==> src/pkg/akt_pkg.sv <==
// Purpose: Shared constants and types for the audio keep-alive timestamp block
// Assumes: One clock hclk at 25 MHz; 32-bit AHB-Lite register words
// Notes: Offsets are byte addresses of the controller's own register window
package akt_pkg;
  // Clock figures
  localparam int CLK_MHZ = 25;
  localparam int MODE_WAIT_US = 100;
  localparam int MODE_WAIT_CYC = MODE_WAIT_US * CLK_MHZ;
  // Device register field layout
  localparam int TS_VAL_W = 24;
  localparam int TS_EN_BIT = 31;
  localparam int KA_BIT = 7;
  localparam int SYNTH_BIT = 0;
  // Device register indices over the link
  localparam logic [1:0] DEV_MULT = 2'h0;
  localparam logic [1:0] DEV_DIV = 2'h1;
  localparam logic [1:0] DEV_VERB = 2'h2;
  localparam logic [1:0] DEV_MISC = 2'h3;
  // Controller register byte offsets
  localparam logic [7:0] OFS_CMD = 8'h00;
  localparam logic [7:0] OFS_STAT = 8'h04;
  localparam logic [7:0] OFS_MULT = 8'h08;
  localparam logic [7:0] OFS_DIV = 8'h0C;
  localparam logic [7:0] OFS_MISC = 8'h10;
  localparam logic [7:0] OFS_TS = 8'h14;
  // Command codes written to the command register
  localparam logic [2:0] CMD_MODE = 3'h1;
  localparam logic [2:0] CMD_CLK = 3'h2;
  localparam logic [2:0] CMD_WMISC = 3'h3;
  localparam logic [2:0] CMD_KA_ON = 3'h4;
  localparam logic [2:0] CMD_KA_OFF = 3'h5;
  localparam logic [31:0] SILENT_WORD = 32'h0000_0000;
endpackage : akt_pkg

==> src/pkg/akt_link_if.sv <==
// Purpose: Carrier between the audio controller end and the codec end
// Assumes: Single clock, register writes are one-cycle strobes
// Notes: Frame data and configuration share one interface
`timescale 1ns/100ps
interface akt_link_if;
  // Register write port of the codec
  logic cfg_we;
  logic [1:0] cfg_idx;
  logic [31:0] cfg_wdata;
  // Stream from the controller
  logic frame_sync;
  logic [3:0] stream_id;
  logic [31:0] stream_data;
  logic bclk_on;
  // Codec state returned
  logic ka_active;
  logic [31:0] ts_value;
  modport codec (
    input cfg_we, cfg_idx, cfg_wdata, frame_sync, stream_id, stream_data, bclk_on,
    output ka_active, ts_value
  );
  modport ctrl (
    output cfg_we, cfg_idx, cfg_wdata, frame_sync, stream_id, stream_data, bclk_on,
    input ka_active, ts_value
  );
endinterface : akt_link_if

==> src/logic/akt_ctrl.sv <==
// Purpose: Controller end: AHB-Lite slave that sequences codec programming
// Assumes: Single word transfers, response always OKAY
// Notes: Commands run as timed step sequences; busy shows in status
//   A command is dropped unless the sequencer is in ST_IDLE the cycle after it lands, so software polls busy first
//   Read data stands from its address phase until the next read is taken
//
// Summary of operation
// - Keep-alive needs verb bit and synthesis enable
// - Valid stream forwarded, else silence sent
// - Keep-alive comes out of reset cleared
// - Link-off silence and timestamps from core clock
// - Reference-rate core clock timestamps unsupported
// - Mode change: clear, wait, change, wait, set
// - Clear timestamp enable before clock change
// - Divisor held in bits 23 to 0
// - Multiplier held in bits 23 to 0, after divisor
// - Set timestamp enable after both values written
//
// Our own choices: register access over AHB-Lite and the register addresses.
`timescale 1ns/100ps
module akt_ctrl #(
  parameter int WAIT_CYC = akt_pkg::MODE_WAIT_CYC
) (
  // AHB-Lite slave
  input wire logic hclk,
  input wire logic hresetn,
  input wire logic hsel,
  input wire logic [7:0] haddr,
  input wire logic [1:0] htrans,
  input wire logic hwrite,
  input wire logic [2:0] hsize,
  input wire logic hready,
  input wire logic [31:0] hwdata,
  output logic [31:0] hrdata,
  output logic hreadyout,
  output logic hresp,
  // Stream source
  input wire logic src_frame_sync,
  input wire logic [3:0] src_stream_id,
  input wire logic [31:0] src_data,
  input wire logic src_bclk_on,
  // Codec link
  akt_link_if.ctrl lnk
);
  typedef enum logic [2:0] {
    ST_IDLE = 3'b000,
    ST_KA_OFF = 3'b001,
    ST_WAIT1 = 3'b010,
    ST_WAIT2 = 3'b011,
    ST_KA_ON = 3'b100,
    ST_WDIV = 3'b101,
    ST_WMULT = 3'b110,
    ST_TSON = 3'b111
  } akt_state_type;

  typedef struct packed {
    akt_state_type state;
    logic [15:0] cnt;
    logic dph;
    logic dwr;
    logic [7:0] daddr;
    logic [31:0] rdata;
    logic [2:0] cmd;
    logic clk_done;
    logic [akt_pkg::TS_VAL_W-1:0] mult;
    logic [akt_pkg::TS_VAL_W-1:0] div;
    logic misc;
    logic we;
    logic [1:0] idx;
    logic [31:0] wdata;
  } akt_ctl_type;
  akt_ctl_type st_reg, st_next;
  logic busy;

  // Busy also covers a command written but not yet picked up, so a status
  // poll whose address phase comes after the write's data phase never reads a false idle
  assign busy = st_reg.state != ST_IDLE || st_reg.cmd != 3'h0;

  // Bus decode, command sequencer and link writes
  always_comb begin
    st_next = st_reg;
    st_next.we = 1'b0;
    st_next.cmd = 3'h0;
    st_next.dph = hsel && hready && htrans[1];
    st_next.dwr = hwrite;
    st_next.daddr = haddr;
    // Read data captured at the address phase of a read only, so it holds
    // steady through the data phase while the master takes it
    if (hsel && hready && htrans[1] && !hwrite) begin
      unique case (haddr)
        akt_pkg::OFS_STAT: st_next.rdata = {29'h0, lnk.ka_active, st_reg.clk_done, busy};
        akt_pkg::OFS_MULT: st_next.rdata = {8'h00, st_reg.mult};
        akt_pkg::OFS_DIV: st_next.rdata = {8'h00, st_reg.div};
        akt_pkg::OFS_MISC: st_next.rdata = {31'h0, st_reg.misc};
        akt_pkg::OFS_TS: st_next.rdata = lnk.ts_value;
        default: st_next.rdata = 32'h0000_0000;
      endcase
    end
    // Register writes land at the end of their data phase
    if (st_reg.dph && st_reg.dwr) begin
      unique case (st_reg.daddr)
        akt_pkg::OFS_CMD: st_next.cmd = hwdata[2:0];
        akt_pkg::OFS_MULT: st_next.mult = hwdata[akt_pkg::TS_VAL_W-1:0];
        akt_pkg::OFS_DIV: st_next.div = hwdata[akt_pkg::TS_VAL_W-1:0];
        akt_pkg::OFS_MISC: st_next.misc = hwdata[0];
        akt_pkg::OFS_STAT: st_next.clk_done = hwdata[1] ? 1'b1 : st_reg.clk_done;
        default: ;
      endcase
    end
    // Command sequencer, at most one link write per cycle
    unique case (st_reg.state)
      ST_IDLE: begin
        if (st_reg.cmd == akt_pkg::CMD_MODE) begin
          st_next.state = ST_KA_OFF;
        end else if (st_reg.cmd == akt_pkg::CMD_CLK) begin
          st_next.we = 1'b1;
          st_next.idx = akt_pkg::DEV_MULT;
          st_next.wdata = {8'h00, st_reg.mult};
          st_next.clk_done = 1'b0;
          st_next.state = ST_WDIV;
        end else if (st_reg.cmd == akt_pkg::CMD_WMISC) begin
          st_next.we = 1'b1;
          st_next.idx = akt_pkg::DEV_MISC;
          st_next.wdata = {31'h0, st_reg.misc};
        end else if (st_reg.cmd == akt_pkg::CMD_KA_ON || st_reg.cmd == akt_pkg::CMD_KA_OFF) begin
          st_next.we = 1'b1;
          st_next.idx = akt_pkg::DEV_VERB;
          st_next.wdata = (st_reg.cmd == akt_pkg::CMD_KA_ON) ? 32'h0000_0080 : 32'h0000_0000;
        end
      end
      // Mode change: keep-alive off first, then two timed waits
      ST_KA_OFF: begin
        st_next.we = 1'b1;
        st_next.idx = akt_pkg::DEV_VERB;
        st_next.wdata = 32'h0000_0000;
        st_next.cnt = 16'(WAIT_CYC - 1);
        st_next.state = ST_WAIT1;
      end
      // First wait; the mode change itself happens away from the link
      ST_WAIT1: begin
        if (st_reg.cnt == 16'h0000) begin
          st_next.cnt = 16'(WAIT_CYC - 1);
          st_next.state = ST_WAIT2;
        end else begin
          st_next.cnt = st_reg.cnt - 16'h0001;
        end
      end
      // Second wait before keep-alive returns
      ST_WAIT2: begin
        if (st_reg.cnt == 16'h0000) begin
          st_next.state = ST_KA_ON;
        end else begin
          st_next.cnt = st_reg.cnt - 16'h0001;
        end
      end
      // Keep-alive back on closes the mode change
      ST_KA_ON: begin
        st_next.we = 1'b1;
        st_next.idx = akt_pkg::DEV_VERB;
        st_next.wdata = 32'h0000_0080;
        st_next.state = ST_IDLE;
      end
      // Clock change after the enable-clearing multiplier write: divisor, then multiplier, then enable
      ST_WDIV: begin
        st_next.we = 1'b1;
        st_next.idx = akt_pkg::DEV_DIV;
        st_next.wdata = {8'h00, st_reg.div};
        st_next.state = ST_WMULT;
      end
      ST_WMULT: begin
        st_next.we = 1'b1;
        st_next.idx = akt_pkg::DEV_MULT;
        st_next.wdata = {8'h00, st_reg.mult};
        st_next.state = ST_TSON;
      end
      // Enable goes out last, with the multiplier unchanged
      ST_TSON: begin
        st_next.we = 1'b1;
        st_next.idx = akt_pkg::DEV_MULT;
        st_next.wdata = {1'b1, 7'h00, st_reg.mult};
        st_next.clk_done = 1'b1;
        st_next.state = ST_IDLE;
      end
    endcase
  end

  // State register
  always_ff @(posedge hclk or negedge hresetn) begin
    if (!hresetn) begin
      st_reg <= '0;
    end else begin
      st_reg <= st_next;
    end
  end

  assign hrdata = st_reg.rdata;
  // Zero-wait slave that always answers OKAY
  assign hreadyout = 1'b1;
  assign hresp = 1'b0;
  assign lnk.cfg_we = st_reg.we;
  assign lnk.cfg_idx = st_reg.idx;
  assign lnk.cfg_wdata = st_reg.wdata;
  // Stream signals pass straight through to the codec
  assign lnk.frame_sync = src_frame_sync;
  assign lnk.stream_id = src_stream_id;
  assign lnk.stream_data = src_data;
  assign lnk.bclk_on = src_bclk_on;
endmodule // akt_ctrl

==> src/flat_wrapper.sv <==
// flat-port wrapper written by rule: the top's interface ports become plain ports
module akt_ctrl_flat 
#(
  parameter int WAIT_CYC = akt_pkg::MODE_WAIT_CYC
)
  (hclk, hresetn, hsel, haddr, htrans, hwrite, hsize, hready, hwdata, hrdata, hreadyout, hresp, src_frame_sync, src_stream_id, src_data, src_bclk_on, lnk_cfg_we, lnk_cfg_idx, lnk_cfg_wdata, lnk_frame_sync, lnk_stream_id, lnk_stream_data, lnk_bclk_on, lnk_ka_active, lnk_ts_value);
  akt_link_if lnk_i ();
  input wire logic hclk;
  input wire logic hresetn;
  input wire logic hsel;
  input wire logic [7:0] haddr;
  input wire logic [1:0] htrans;
  input wire logic hwrite;
  input wire logic [2:0] hsize;
  input wire logic hready;
  input wire logic [31:0] hwdata;
  output logic [31:0] hrdata;
  output logic hreadyout;
  output logic hresp;
  input wire logic src_frame_sync;
  input wire logic [3:0] src_stream_id;
  input wire logic [31:0] src_data;
  input wire logic src_bclk_on;
  output wire logic [$bits(lnk_i.cfg_we)-1:0] lnk_cfg_we;
  output wire logic [$bits(lnk_i.cfg_idx)-1:0] lnk_cfg_idx;
  output wire logic [$bits(lnk_i.cfg_wdata)-1:0] lnk_cfg_wdata;
  output wire logic [$bits(lnk_i.frame_sync)-1:0] lnk_frame_sync;
  output wire logic [$bits(lnk_i.stream_id)-1:0] lnk_stream_id;
  output wire logic [$bits(lnk_i.stream_data)-1:0] lnk_stream_data;
  output wire logic [$bits(lnk_i.bclk_on)-1:0] lnk_bclk_on;
  input wire logic [$bits(lnk_i.ka_active)-1:0] lnk_ka_active;
  input wire logic [$bits(lnk_i.ts_value)-1:0] lnk_ts_value;
  assign lnk_cfg_we = lnk_i.cfg_we;
  assign lnk_cfg_idx = lnk_i.cfg_idx;
  assign lnk_cfg_wdata = lnk_i.cfg_wdata;
  assign lnk_frame_sync = lnk_i.frame_sync;
  assign lnk_stream_id = lnk_i.stream_id;
  assign lnk_stream_data = lnk_i.stream_data;
  assign lnk_bclk_on = lnk_i.bclk_on;
  assign lnk_i.ka_active = lnk_ka_active;
  assign lnk_i.ts_value = lnk_ts_value;
  akt_ctrl #(.WAIT_CYC(WAIT_CYC)) u_core (.hclk(hclk), .hresetn(hresetn), .hsel(hsel), .haddr(haddr), .htrans(htrans), .hwrite(hwrite), .hsize(hsize), .hready(hready), .hwdata(hwdata), .hrdata(hrdata), .hreadyout(hreadyout), .hresp(hresp), .src_frame_sync(src_frame_sync), .src_stream_id(src_stream_id), .src_data(src_data), .src_bclk_on(src_bclk_on), .lnk(lnk_i));
endmodule
==> config.mk <==
export PLATFORM = sky130hd
export DESIGN_NAME = akt_ctrl_flat
export DESIGN_NICKNAME = d
export VERILOG_FILES = /design/src/pkg/akt_pkg.sv /design/src/pkg/akt_link_if.sv /design/src/logic/akt_ctrl.sv /design/src/flat_wrapper.sv
export SDC_FILE = /design/constraint.sdc
export NUM_CORES = 1
export LEC_CHECK = 0
export ABC_AREA = 1
export BUFFER_PORTS_ARGS = -buffer_cell sky130_fd_sc_hd__buf_2
export CORE_MARGIN = 5
export CORE_UTILIZATION = 53
export DETAILED_ROUTE_END_ITERATION = 7
export GPL_TIMING_DRIVEN = 0
export PLACE_DENSITY = 0.79
export SLEW_MARGIN = 5
export SYNTH_ARGS = -nofsm -noshare
export SYNTH_HDL_FRONTEND = slang
export SYNTH_SLANG_ARGS = --single-unit
==> constraint.sdc <==
create_clock -name hclk -period 3.35 [get_ports hclk]
set_clock_uncertainty 0.1 [all_clocks]
set_input_delay 0.335 -clock hclk [delete_from_list [all_inputs] [get_ports hclk]]
set_output_delay 0.335 -clock hclk [all_outputs]
set_load 0.005 [all_outputs]
Yosys cells after proc, flatten, opt, wreduce, memory -nomap -nowiden

Cells that the tools add are included.

Input bits: 121
Output and inout port bits: 107
Word-level logic and storage cells: 88
Flip-flop bits (word level): 149

Multiplexer cells: 25
Reduce and logical (&&, ||, !) cells: 21
Add/sub/neg operators: 1
Eq/ne operators: 27

Operators by type and width:

| kind                                                                   | count |
|---|---|
| 35-bit one-hot mux with 6 select lines                                 | 1 |
| 32-bit one-hot mux with 5 select lines                                 | 1 |
| 35-bit two-way mux                                                     | 4 |
| 53-bit two-way mux                                                     | 1 |
| 24-bit two-way mux                                                     | 2 |
| 16-bit one-hot mux with 3 select lines                                 | 1 |
| 8-bit by 4-bit equality test with 1-bit output (second input constant) | 4 |
| 16-bit two-way mux                                                     | 2 |
| 8-bit by 5-bit equality test with 1-bit output (second input constant) | 3 |
| 3-bit one-hot mux with 7 select lines                                  | 1 |
| 3-bit equality test (second input constant)                            | 6 |
| 8-bit by 3-bit equality test with 1-bit output (second input constant) | 2 |
| 16-bit logical NOT                                                     | 1 |
| 16-bit by 1-bit subtractor with 16-bit output (second input constant)  | 1 |
| 3-bit two-way mux                                                      | 5 |
| 3-bit by 2-bit equality test with 1-bit output (second input constant) | 4 |
| 3-bit nonzero test                                                     | 3 |
| 8-bit logical NOT                                                      | 1 |
| 8-bit two-way mux                                                      | 1 |
| 2-bit AND reduction                                                    | 4 |
| 3-bit by 1-bit equality test with 1-bit output (second input constant) | 2 |
| 3-bit AND reduction                                                    | 2 |
| 6-bit nonzero test                                                     | 1 |
| 1-bit two-way mux                                                      | 5 |
| other kinds (10)                                                       | 16 |

Depth between registers and ports, before layout

Gate-level depths: netlist of run 1.

Word-level depth: 7
Gate-level depth with buffers: 11
Gate-level depth less buffers: 11

Worst setup path after synthesis of run 1

No wires, ideal clock.

Kind: register to register
From: register u_core.st_reg[146] (netlist bit)
To: register u_core.st_reg, in the netlist u_core.lnk.cfg_wdata[10]
Arrival time: 1535 ps
Path buffers: 1
Slack: 1650 ps
Required time: 3185 ps
Stages on the path, launching flop included: 10
Cell sequence: dfrtp_1 inv_1 ha_1 inv_2 nor2_4 inv_2 o22ai_4 buf_6 nand2_1 nand2_1

Cells in the longest elaborated chain, start to end: 3
Elaborated cells between the ends (all ways): 11
Classes of those cells: 7 x eq/ne; 1 x mux; 3 x reduce/logical

RTL lines:

| element                                                                | line            | source |
|---|---|---|
| start, declared                                                        | akt_ctrl.sv:72  | `akt_ctl_type st_reg, st_next;` |
| start signal, assigned                                                 | akt_ctrl.sv:192 | `st_reg <= st_next;` |
| 3-bit by 1-bit equality test with 1-bit output (tied with other cells) | akt_ctrl.sv:111 | `unique case (st_reg.state)` |
| 6-bit nonzero test (no source line) (tied with other cells)            | --              |  |
| 3-bit AND reduction (no source line)                                   | --              |  |

Several ways; a longest one is shown, not always the timed one.
A chain may end at the register's enable or synchronous reset.

Final worst setup path of run 1

From: input hwrite
To: register u_core.st_reg, in the netlist u_core.hrdata[11]

Cells in the longest elaborated chain, start to end: 2

RTL lines:

| element           | line               | source |
|---|---|---|
| start, declared   | flat_wrapper.sv:13 | `input wire logic hwrite;` |
| 1-bit logical NOT | akt_ctrl.sv:89     | `if (hsel && hready && htrans[1] && !hwrite) begin` |
| 1-bit logical AND | akt_ctrl.sv:89     |  |

No other way between the ends.

==> impl_metrics.env, run 1 <==
export IMPL_status="finished, final reports clean"
export IMPL_grt_pass1_vias=6439
export IMPL_fin_nets=1297
export IMPL_start_util=0.5428
export IMPL_synth_area_mm2=0.007594
export IMPL_grt_max_degree=73
export IMPL_synth_cell_types=37
export IMPL_cts_tree="built"
export IMPL_slew_headroom=0.5616
export IMPL_synth_largest_area_cell="dfrtp_1"
export IMPL_die_w_um=129.7
export IMPL_r2r_cells=9
export IMPL_cp_max_fo=10
export IMPL_grt_first_pass_wirelength_mm=30.92
export IMPL_diodes=0
export IMPL_multi_input_area_mm2=0.002761
export IMPL_track_usage=0.2336
export IMPL_crit_type="in2reg"
export IMPL_hold_depth=3
export IMPL_root_buffer="clkbuf_16"
export IMPL_die_area_mm2=0.01682
export IMPL_vias=6768
export IMPL_core_area_mm2=0.01399
export IMPL_worst_hold_path_type="in2reg"
export IMPL_areaGrowthSynthToFinish_pct=23.46
export IMPL_routedWlPerCell_um=14.18
export IMPL_postCtsSetupRepairBufs=0
export IMPL_num_rows=43
export IMPL_firstDrtPassIters=5
export IMPL_post_route_min_period_ns=2.176
export IMPL_io_buffers=168
export IMPL_yosysTopAreaCellShare=0.4680
export IMPL_hold_violations=0
export IMPL_ir_drop_mv=0.3779
export IMPL_dpl_instance_area_mm2=0.008720
export IMPL_gp_congestion=0.9064
export IMPL_worst_skew_pair_late_latency_ns=0.42
export IMPL_ant_nets=0
export IMPL_synth_avg_cell_area_um2=7.877
export IMPL_cts_resized=0
export IMPL_first_iter_violations=596
export IMPL_fin_cells=1362
export IMPL_rr_endpoint="u_core.lnk.cfg_wdata[9]"
export IMPL_max_freq_ghz=0.4597
export IMPL_wl_mm=19.31
export IMPL_clkSinkCount=142
export IMPL_drv_slew=0
export IMPL_synth_area_leaders="dfrtp_1 47%, nand2_1 17%, buf_4 11%"
export IMPL_dp_hpwl_mm=14.22
export IMPL_largest_reg_flops=82
export IMPL_dieHeight_um=129.7
export IMPL_finalInstanceArea_mm2=0.009375
export IMPL_setup_worst_path_end_class="flip-flop"
export IMPL_path_clk_slew_ns=0.06
export IMPL_power_leakage_nw=5.361
export IMPL_antenna_found_initial=0
export IMPL_arrival_ns=2.39
export IMPL_io_pins=228
export IMPL_avgViaCountPerCell=4.969
export IMPL_numCtsBuffers=17
export IMPL_seq_area_mm2=0.003553
export IMPL_grt_overflow_total=0
export IMPL_p_per_area_mw_per_mm2=634.2
export IMPL_timing_hold_ws_ns=0.04341
export IMPL_htree_levels=4
export IMPL_yosysSeqAreaShare=0.4680
export IMPL_synthCells=964
export IMPL_cp_start_kind="primary input"
export IMPL_ys_warn_count=0
export IMPL_min_from="lnk_ts_value[25]"
export IMPL_layout_drive_gt1_share=0.2919
export IMPL_nFillCells=1199
export IMPL_fin_crit_sh=0.6494
export IMPL_cp_required_ns=3.56
export IMPL_worstHoldEndpoint="u_core.hrdata[25]"
export IMPL_remaining_drc_errors=0
export IMPL_cts_buffer_depth=2
export IMPL_setup_violations=0
export IMPL_r2r_setup_slack_ns=1.30
export IMPL_rsz0062_at_grt="no"
export IMPL_rr_startpoint="u_core.st_reg[146]"
export IMPL_ys_seq_elements=142
export IMPL_dpl_cell_count=1320
export IMPL_tightest_slew_ns=0.6576
export IMPL_max_cap_violations=0
-- cells by family (layout without fill, tap and decap cells) --
kind of cell               after synthesis  in the layout  share of synthesized area
and+or+nand+nor                        496            496                     0.2704
xor gates and xnor gates                 3              3                   0.003461
DFF                                    142            142                     0.4680
adders and majority gates                7              7                    0.01153
other                                    2              9                  0.0009890
AOI/OAI and AO/OA                       93             93                    0.07382
buffers and inverters                  221            432                     0.1719
-- worst max-delay path by stage --
stage                             from                  endpoint  slack [ns]  cells past startpoint
global route                    hwrite         u_core.hrdata[12]        0.96                      7
CTS                             hwrite         u_core.hrdata[11]        1.12                      7
finish                          hwrite         u_core.hrdata[11]        1.17                      7
floorplan           u_core.st_reg[146]  u_core.lnk.cfg_wdata[10]        1.65                      9
global placement               hresetn         u_core.hrdata[20]       -0.12                      1
detailed placement              hwrite         u_core.hrdata[11]        1.27                      6
-- cell usage in the layout, fill, tap and decap left out, types with 3 or more instances in the layout --
master         Yosys  layout
a21oi_1            4       4
nand4_1            5       5
xor2_1             3       3
o21ai_0           54      54
buf_2             11     178
nand3_1           69      69
o21ai_2            3       3
nor3_1             6       6
buf_6              6       7
conb_1             2       9
buf_4            111     111
clkinv_2           0       3
clkbuf_1          11      15
inv_2              3       3
a22oi_1           22      22
inv_1             78      78
nor3_2             3       3
dlygate4sd3_1      0      10
nor2_1            52      52
dfrtp_1          142     142
ha_1               7       7
nor2_2             4       4
clkbuf_16          0      17
clkinv_4           0       4
nand2_1          347     347
-- cell usage after synthesis (all sizes together) --
cell / number
nand3b: 1
xor2: 3
nor2: 58
dfrtp: 142
o211ai: 2
o22ai: 2
a22oi: 22
a31oi: 2
nor3: 9
a211oi: 1
ha: 7
buf: 128
o21a: 1
conb: 2
nand2: 349
nand4: 5
clkbuf: 11
a21oi: 4
inv: 81
and2: 1
o21ai: 59
nor3b: 1
nand3: 70
nor4: 2
clkinv: 1
-- power by group --
group	total [W]	switching [W]	internal, W
clock network	0.00176	0.000697	0.00106
registers	0.00212	0.000159	0.00196
logic	0.00207	0.00116	0.000909
total	0.00595	0.00201	0.00393
-- worst max-delay path, cell delays in order --
cell and delay, ns:
dlygate4sd3_1 0.53, buf_2 0.14, nor4_4 0.60, inv_1 0.24
clkbuf_1 0.32, nand2_1 0.16, nand2_1 0.06
-- stage by stage --
step | utilization | worst slack, ns | total power, W | TNS [ns]
6_report | 0.6702 | 1.175 | 0.005946 | 0
5_1_grt | 0.6702 | 0.9636 | 0.006323 | 0
4_1_cts | 0.6702 | 1.119 | 0.005986 | 0
3_5_place_dp | 0.6233 | 1.268 | 0.004209 | 0
3_3_place_gp | 0.6209 | -0.1166 | 0.004165 | -15.00
2_1_floorplan | - | 1.650 | 0.003557 | 0
-- metal layers --
| metal | share of wire | wire [µm] | vias to the layer above | global-route usage |
|---|---|---|---|---|
| li1 | - | - | 3335 | - |
| met1 | 0.42 | 8059 | 3119 | 0.3091 |
| met2 | 0.48 | 9306 | 282 | 0.3870 |
| met3 | 0.078 | 1514 | 32 | 0.04052 |
| met4 | 0.022 | 433 | 0 | 0.08924 |
| met5 | 0 | 0 | - | 0 |
-- cell type report --
type	count	share of cell area
Buffer	139	0.1064
Clock buffer	23	0.04991
Clock inverter	9	0.009342
Inverter	82	0.03283
Multi-Input combinational cell	608	0.2945
Sequential cell	142	0.3790
Tap cell	180	0.02402
Timing Repair Buffer	179	0.1040
-- timing repair --
item,CTS,global route
endpoints found under the hold margin,79,0
setup endpoints to repair,0,0
hold buffers,10,0
Power figures use the tool's default switching activity.
==> run 2: changes to the inputs <==
--- a/config.mk
+++ b/config.mk
@@ -5,13 +5,13 @@
 export SDC_FILE = /design/constraint.sdc
 export NUM_CORES = 1
 export LEC_CHECK = 0
-export ABC_AREA = 1
+export ABC_AREA = 0
 export BUFFER_PORTS_ARGS = -buffer_cell sky130_fd_sc_hd__buf_2
 export CORE_MARGIN = 5
-export CORE_UTILIZATION = 53
+export CORE_UTILIZATION = 47
 export DETAILED_ROUTE_END_ITERATION = 7
 export GPL_TIMING_DRIVEN = 0
-export PLACE_DENSITY = 0.79
+export PLACE_DENSITY = 0.74
 export SLEW_MARGIN = 5
 export SYNTH_ARGS = -nofsm -noshare
 export SYNTH_HDL_FRONTEND = slang
==> constraint.sdc (replaced) <==
create_clock -name hclk -period 1.79 [get_ports hclk]
set_clock_uncertainty 0.1 [all_clocks]
set_input_delay 0.179 -clock hclk [delete_from_list [all_inputs] [get_ports hclk]]
set_output_delay 0.179 -clock hclk [all_outputs]
set_load 0.005 [all_outputs]
==> run 2 against run 1 <==
- the flow now finishes with violations (negative setup slack)
- non-clock buffer count grew 92
- routed wire length grew 18%
- clock power grew 120%
- sequential power grew 85%
- final cell count shrank 15%
- critical endpoint is now u_core.st_reg[143]
- flip-flop and latch count is the same
- first-iteration DRC count grew 17%
- synthesized cell count shrank 31%
- clock-buffer cell count is the same
- highest routed layer unchanged
- area after synthesis shrank 4.3%
==> impl_metrics.env, run 2 <==
export IMPL_asyncSetResetFlopFracSynth=1.000
export IMPL_cts_tree="built"
export IMPL_post_route_min_period_ns=2.362
export IMPL_synth_cell_types=66
export IMPL_yosys_top_cells_count="142 x dfrtp_1, 108 x buf_4, 51 x mux2_2"
export IMPL_diodes=0
export IMPL_total_power_w=0.01295
export IMPL_timing_hold_ws_ns=0.1185
export IMPL_clkSinkCount=142
export IMPL_io_buffers=168
export IMPL_yosysTopAreaCellShare=0.4890
export IMPL_antenna_found_initial=0
export IMPL_worst_hold_path_type="in2reg"
export IMPL_setup_worst_path_end_class="flip-flop"
export IMPL_routedWlPerCell_um=19.60
export IMPL_final_cell_mix="167 x buf_2, 141 x dfrtp_1, 139 x buf_4, 43 x dlygate4sd3_1, 36 x nand2_1"
export IMPL_avgViaCountPerCell=5.515
export IMPL_dp_hpwl_mm=13.95
export IMPL_fin_crit_sh=1.319
export IMPL_firstDrtPassIters=8
export IMPL_max_cap_violations=0
export IMPL_synthCells=666
export IMPL_max_freq_ghz=0.4235
export IMPL_rsz0062_at_grt="yes"
export IMPL_path_clk_slew_ns=0.06
export IMPL_cts_buffer_depth=2
export IMPL_synth_edff_count=0
export IMPL_setup_violations=95
export IMPL_first_iter_violations=695
export IMPL_start_util=0.4780
export IMPL_num_rows=45
export IMPL_htree_levels=4
export IMPL_cp_required_ns=2.04
export IMPL_numCtsBuffers=17
export IMPL_die_area_mm2=0.01805
export IMPL_arrival_ns=2.61
export IMPL_violations="negative setup slack"
export IMPL_crit_type="reg2reg"
export IMPL_wl_mm=22.70
export IMPL_mostFrequentLayoutCell="buf_2"
export IMPL_track_usage=0.2406
export IMPL_hold_depth=4
export IMPL_ant_nets=0
export IMPL_drv_slew=0
export IMPL_gp_congestion=0.8410
export IMPL_slew_headroom=0.5421
export IMPL_ir_drop_mv=0.7956
export IMPL_ys_warn_count=0
export IMPL_synth_largest_area_cell="dfrtp_1"
export IMPL_ys_seq_elements=142
export IMPL_synth_ff_type="dfrtp_1"
export IMPL_core_area_mm2=0.01520
export IMPL_vias=6386
export IMPL_cp_start_kind="flip-flop"
export IMPL_hold_violations=0
export IMPL_grt_pass1_vias=6608
export IMPL_synth_area_leaders="dfrtp_1 49%, buf_4 11%, mux2_2 7.9%"
export IMPL_dieHeight_um=134.3
export IMPL_root_buffer="clkbuf_16"
export IMPL_power_leakage_nw=5.308
export IMPL_layout_setup_ws_ns=-0.5715
export IMPL_synth_area_mm2=0.007267
export IMPL_status="complete, but fails checks"
export IMPL_grt_first_pass_wirelength_mm=34.24
export IMPL_yosysSeqAreaShare=0.4890
export IMPL_cp_max_fo=5
export IMPL_remaining_drc_errors=0
export IMPL_die_w_um=134.3
export IMPL_grt_overflow_total=0
export IMPL_layout_drive_gt1_share=0.5041
export IMPL_fin_nets=1085
export IMPL_yosysMostFrequentCell="dfrtp_1"
export IMPL_synth_avg_cell_area_um2=10.91
export IMPL_p_per_area_mw_per_mm2=1209
export IMPL_r2r_cells=7
export IMPL_tns_ns=-32.35
export IMPL_worst_skew_pair_late_latency_ns=0.43
export IMPL_largest_reg_flops=82
export IMPL_nFillCells=1079
export IMPL_io_pins=228
export IMPL_grt_max_degree=81
export IMPL_tightest_slew_ns=0.6868
export IMPL_areaGrowthSynthToFinish_pct=47.38
-- run 2: per-layer routing --
layer / vias up / global-route usage / wire length (µm)
met5: - / 0 / 0
met4: 0 / 0.1024 / 650
li1: 2886 / - / -
met1: 3139 / 0.3019 / 9070
met3: 57 / 0.05364 / 1536
met2: 304 / 0.4014 / 11440
-- run 2: area by class of cell --
type / count / area, µm² / share of cell area
buffer: 138 / 1110 / 0.1036
inverter: 37 / 138.9 / 0.01297
sequential: 142 / 3555 / 0.3319
timing repair buffer: 272 / 1957 / 0.1827
multi-input combinational: 349 / 3079 / 0.2875
tap: 188 / 235.2 / 0.02196
clock buffer: 23 / 478.0 / 0.04463
clock inverter: 9 / 157.7 / 0.01472
-- run 2: power breakdown --
group | total (W) | internal, W | leakage (nW) | switching (W)
clock | 0.00379 | 0.00244 | 0.304 | 0.00135
combinational | 0.00524 | 0.00274 | 3.16 | 0.00249
sequential | 0.00393 | 0.00358 | 1.84 | 0.000346
total | 0.0130 | 0.00877 | 5.31 | 0.00418
-- run 2: through the flow --
| stage | utilization | std cells | instance area [µm²] | setup slack [ns] |
|---|---|---|---|---|
| floorplan | - | 673 | 7497 | -0.3768 |
| global placement | 0.5640 | 1029 | 8573 | -1.592 |
| detailed placement | 0.5662 | 1030 | 8607 | -0.6136 |
| CTS | 0.6867 | 1147 | 10440 | -0.4877 |
| global route | 0.7045 | 1158 | 10710 | -0.6404 |
| finish | 0.7045 | 1158 | 10710 | -0.5715 |
-- run 2: kinds of logic (layout without fill, tap and decap cells) --
group | count (synthesis) | after routing | synth area share
mux | 54 | 54 | 0.08333
flops | 142 | 142 | 0.4890
buf+inv | 182 | 479 | 0.1517
other cells | 2 | 9 | 0.001033
compound gates | 154 | 154 | 0.1672
fa+ha+maj | 7 | 7 | 0.01205
simple gates | 118 | 118 | 0.08729
xor+xnor | 7 | 7 | 0.008437
-- run 2: path summary, 6_finish.rpt --
path / end / from / slack [ns]
min reg2reg: u_core.lnk.cfg_wdata[31] / u_core.lnk.cfg_wdata[31] / 0.39
min in group asynchronous: u_core.hrdata[22] / hresetn / 0.21
max in group asynchronous: u_core.st_reg[37] / hresetn / 0.57
max: u_core.st_reg[143] / u_core.st_reg[136] / -0.57
max reg2reg: u_core.st_reg[143] / u_core.st_reg[136] / -0.57
min: u_core.hrdata[13] / lnk_ts_value[13] / 0.12
-- run 2: worst max-delay path, cell delays in order, from the launching register on --
cell,delay [ns]
dfrtp_1,0.41
or4_4,0.58
buf_6,0.15
nor4_4,0.29
o211ai_4,0.14
buf_4,0.16
or3_4,0.32
a21oi_2,0.13
-- run 2: timing repair --
item	4_1_cts	5_1_grt
resized for setup	83	39
pin swaps	21	30
hold endpoints to repair	132	0
buffers inserted	38	17
hold buffers	43	0
gates cloned	5	2
setup endpoints to repair	124	120
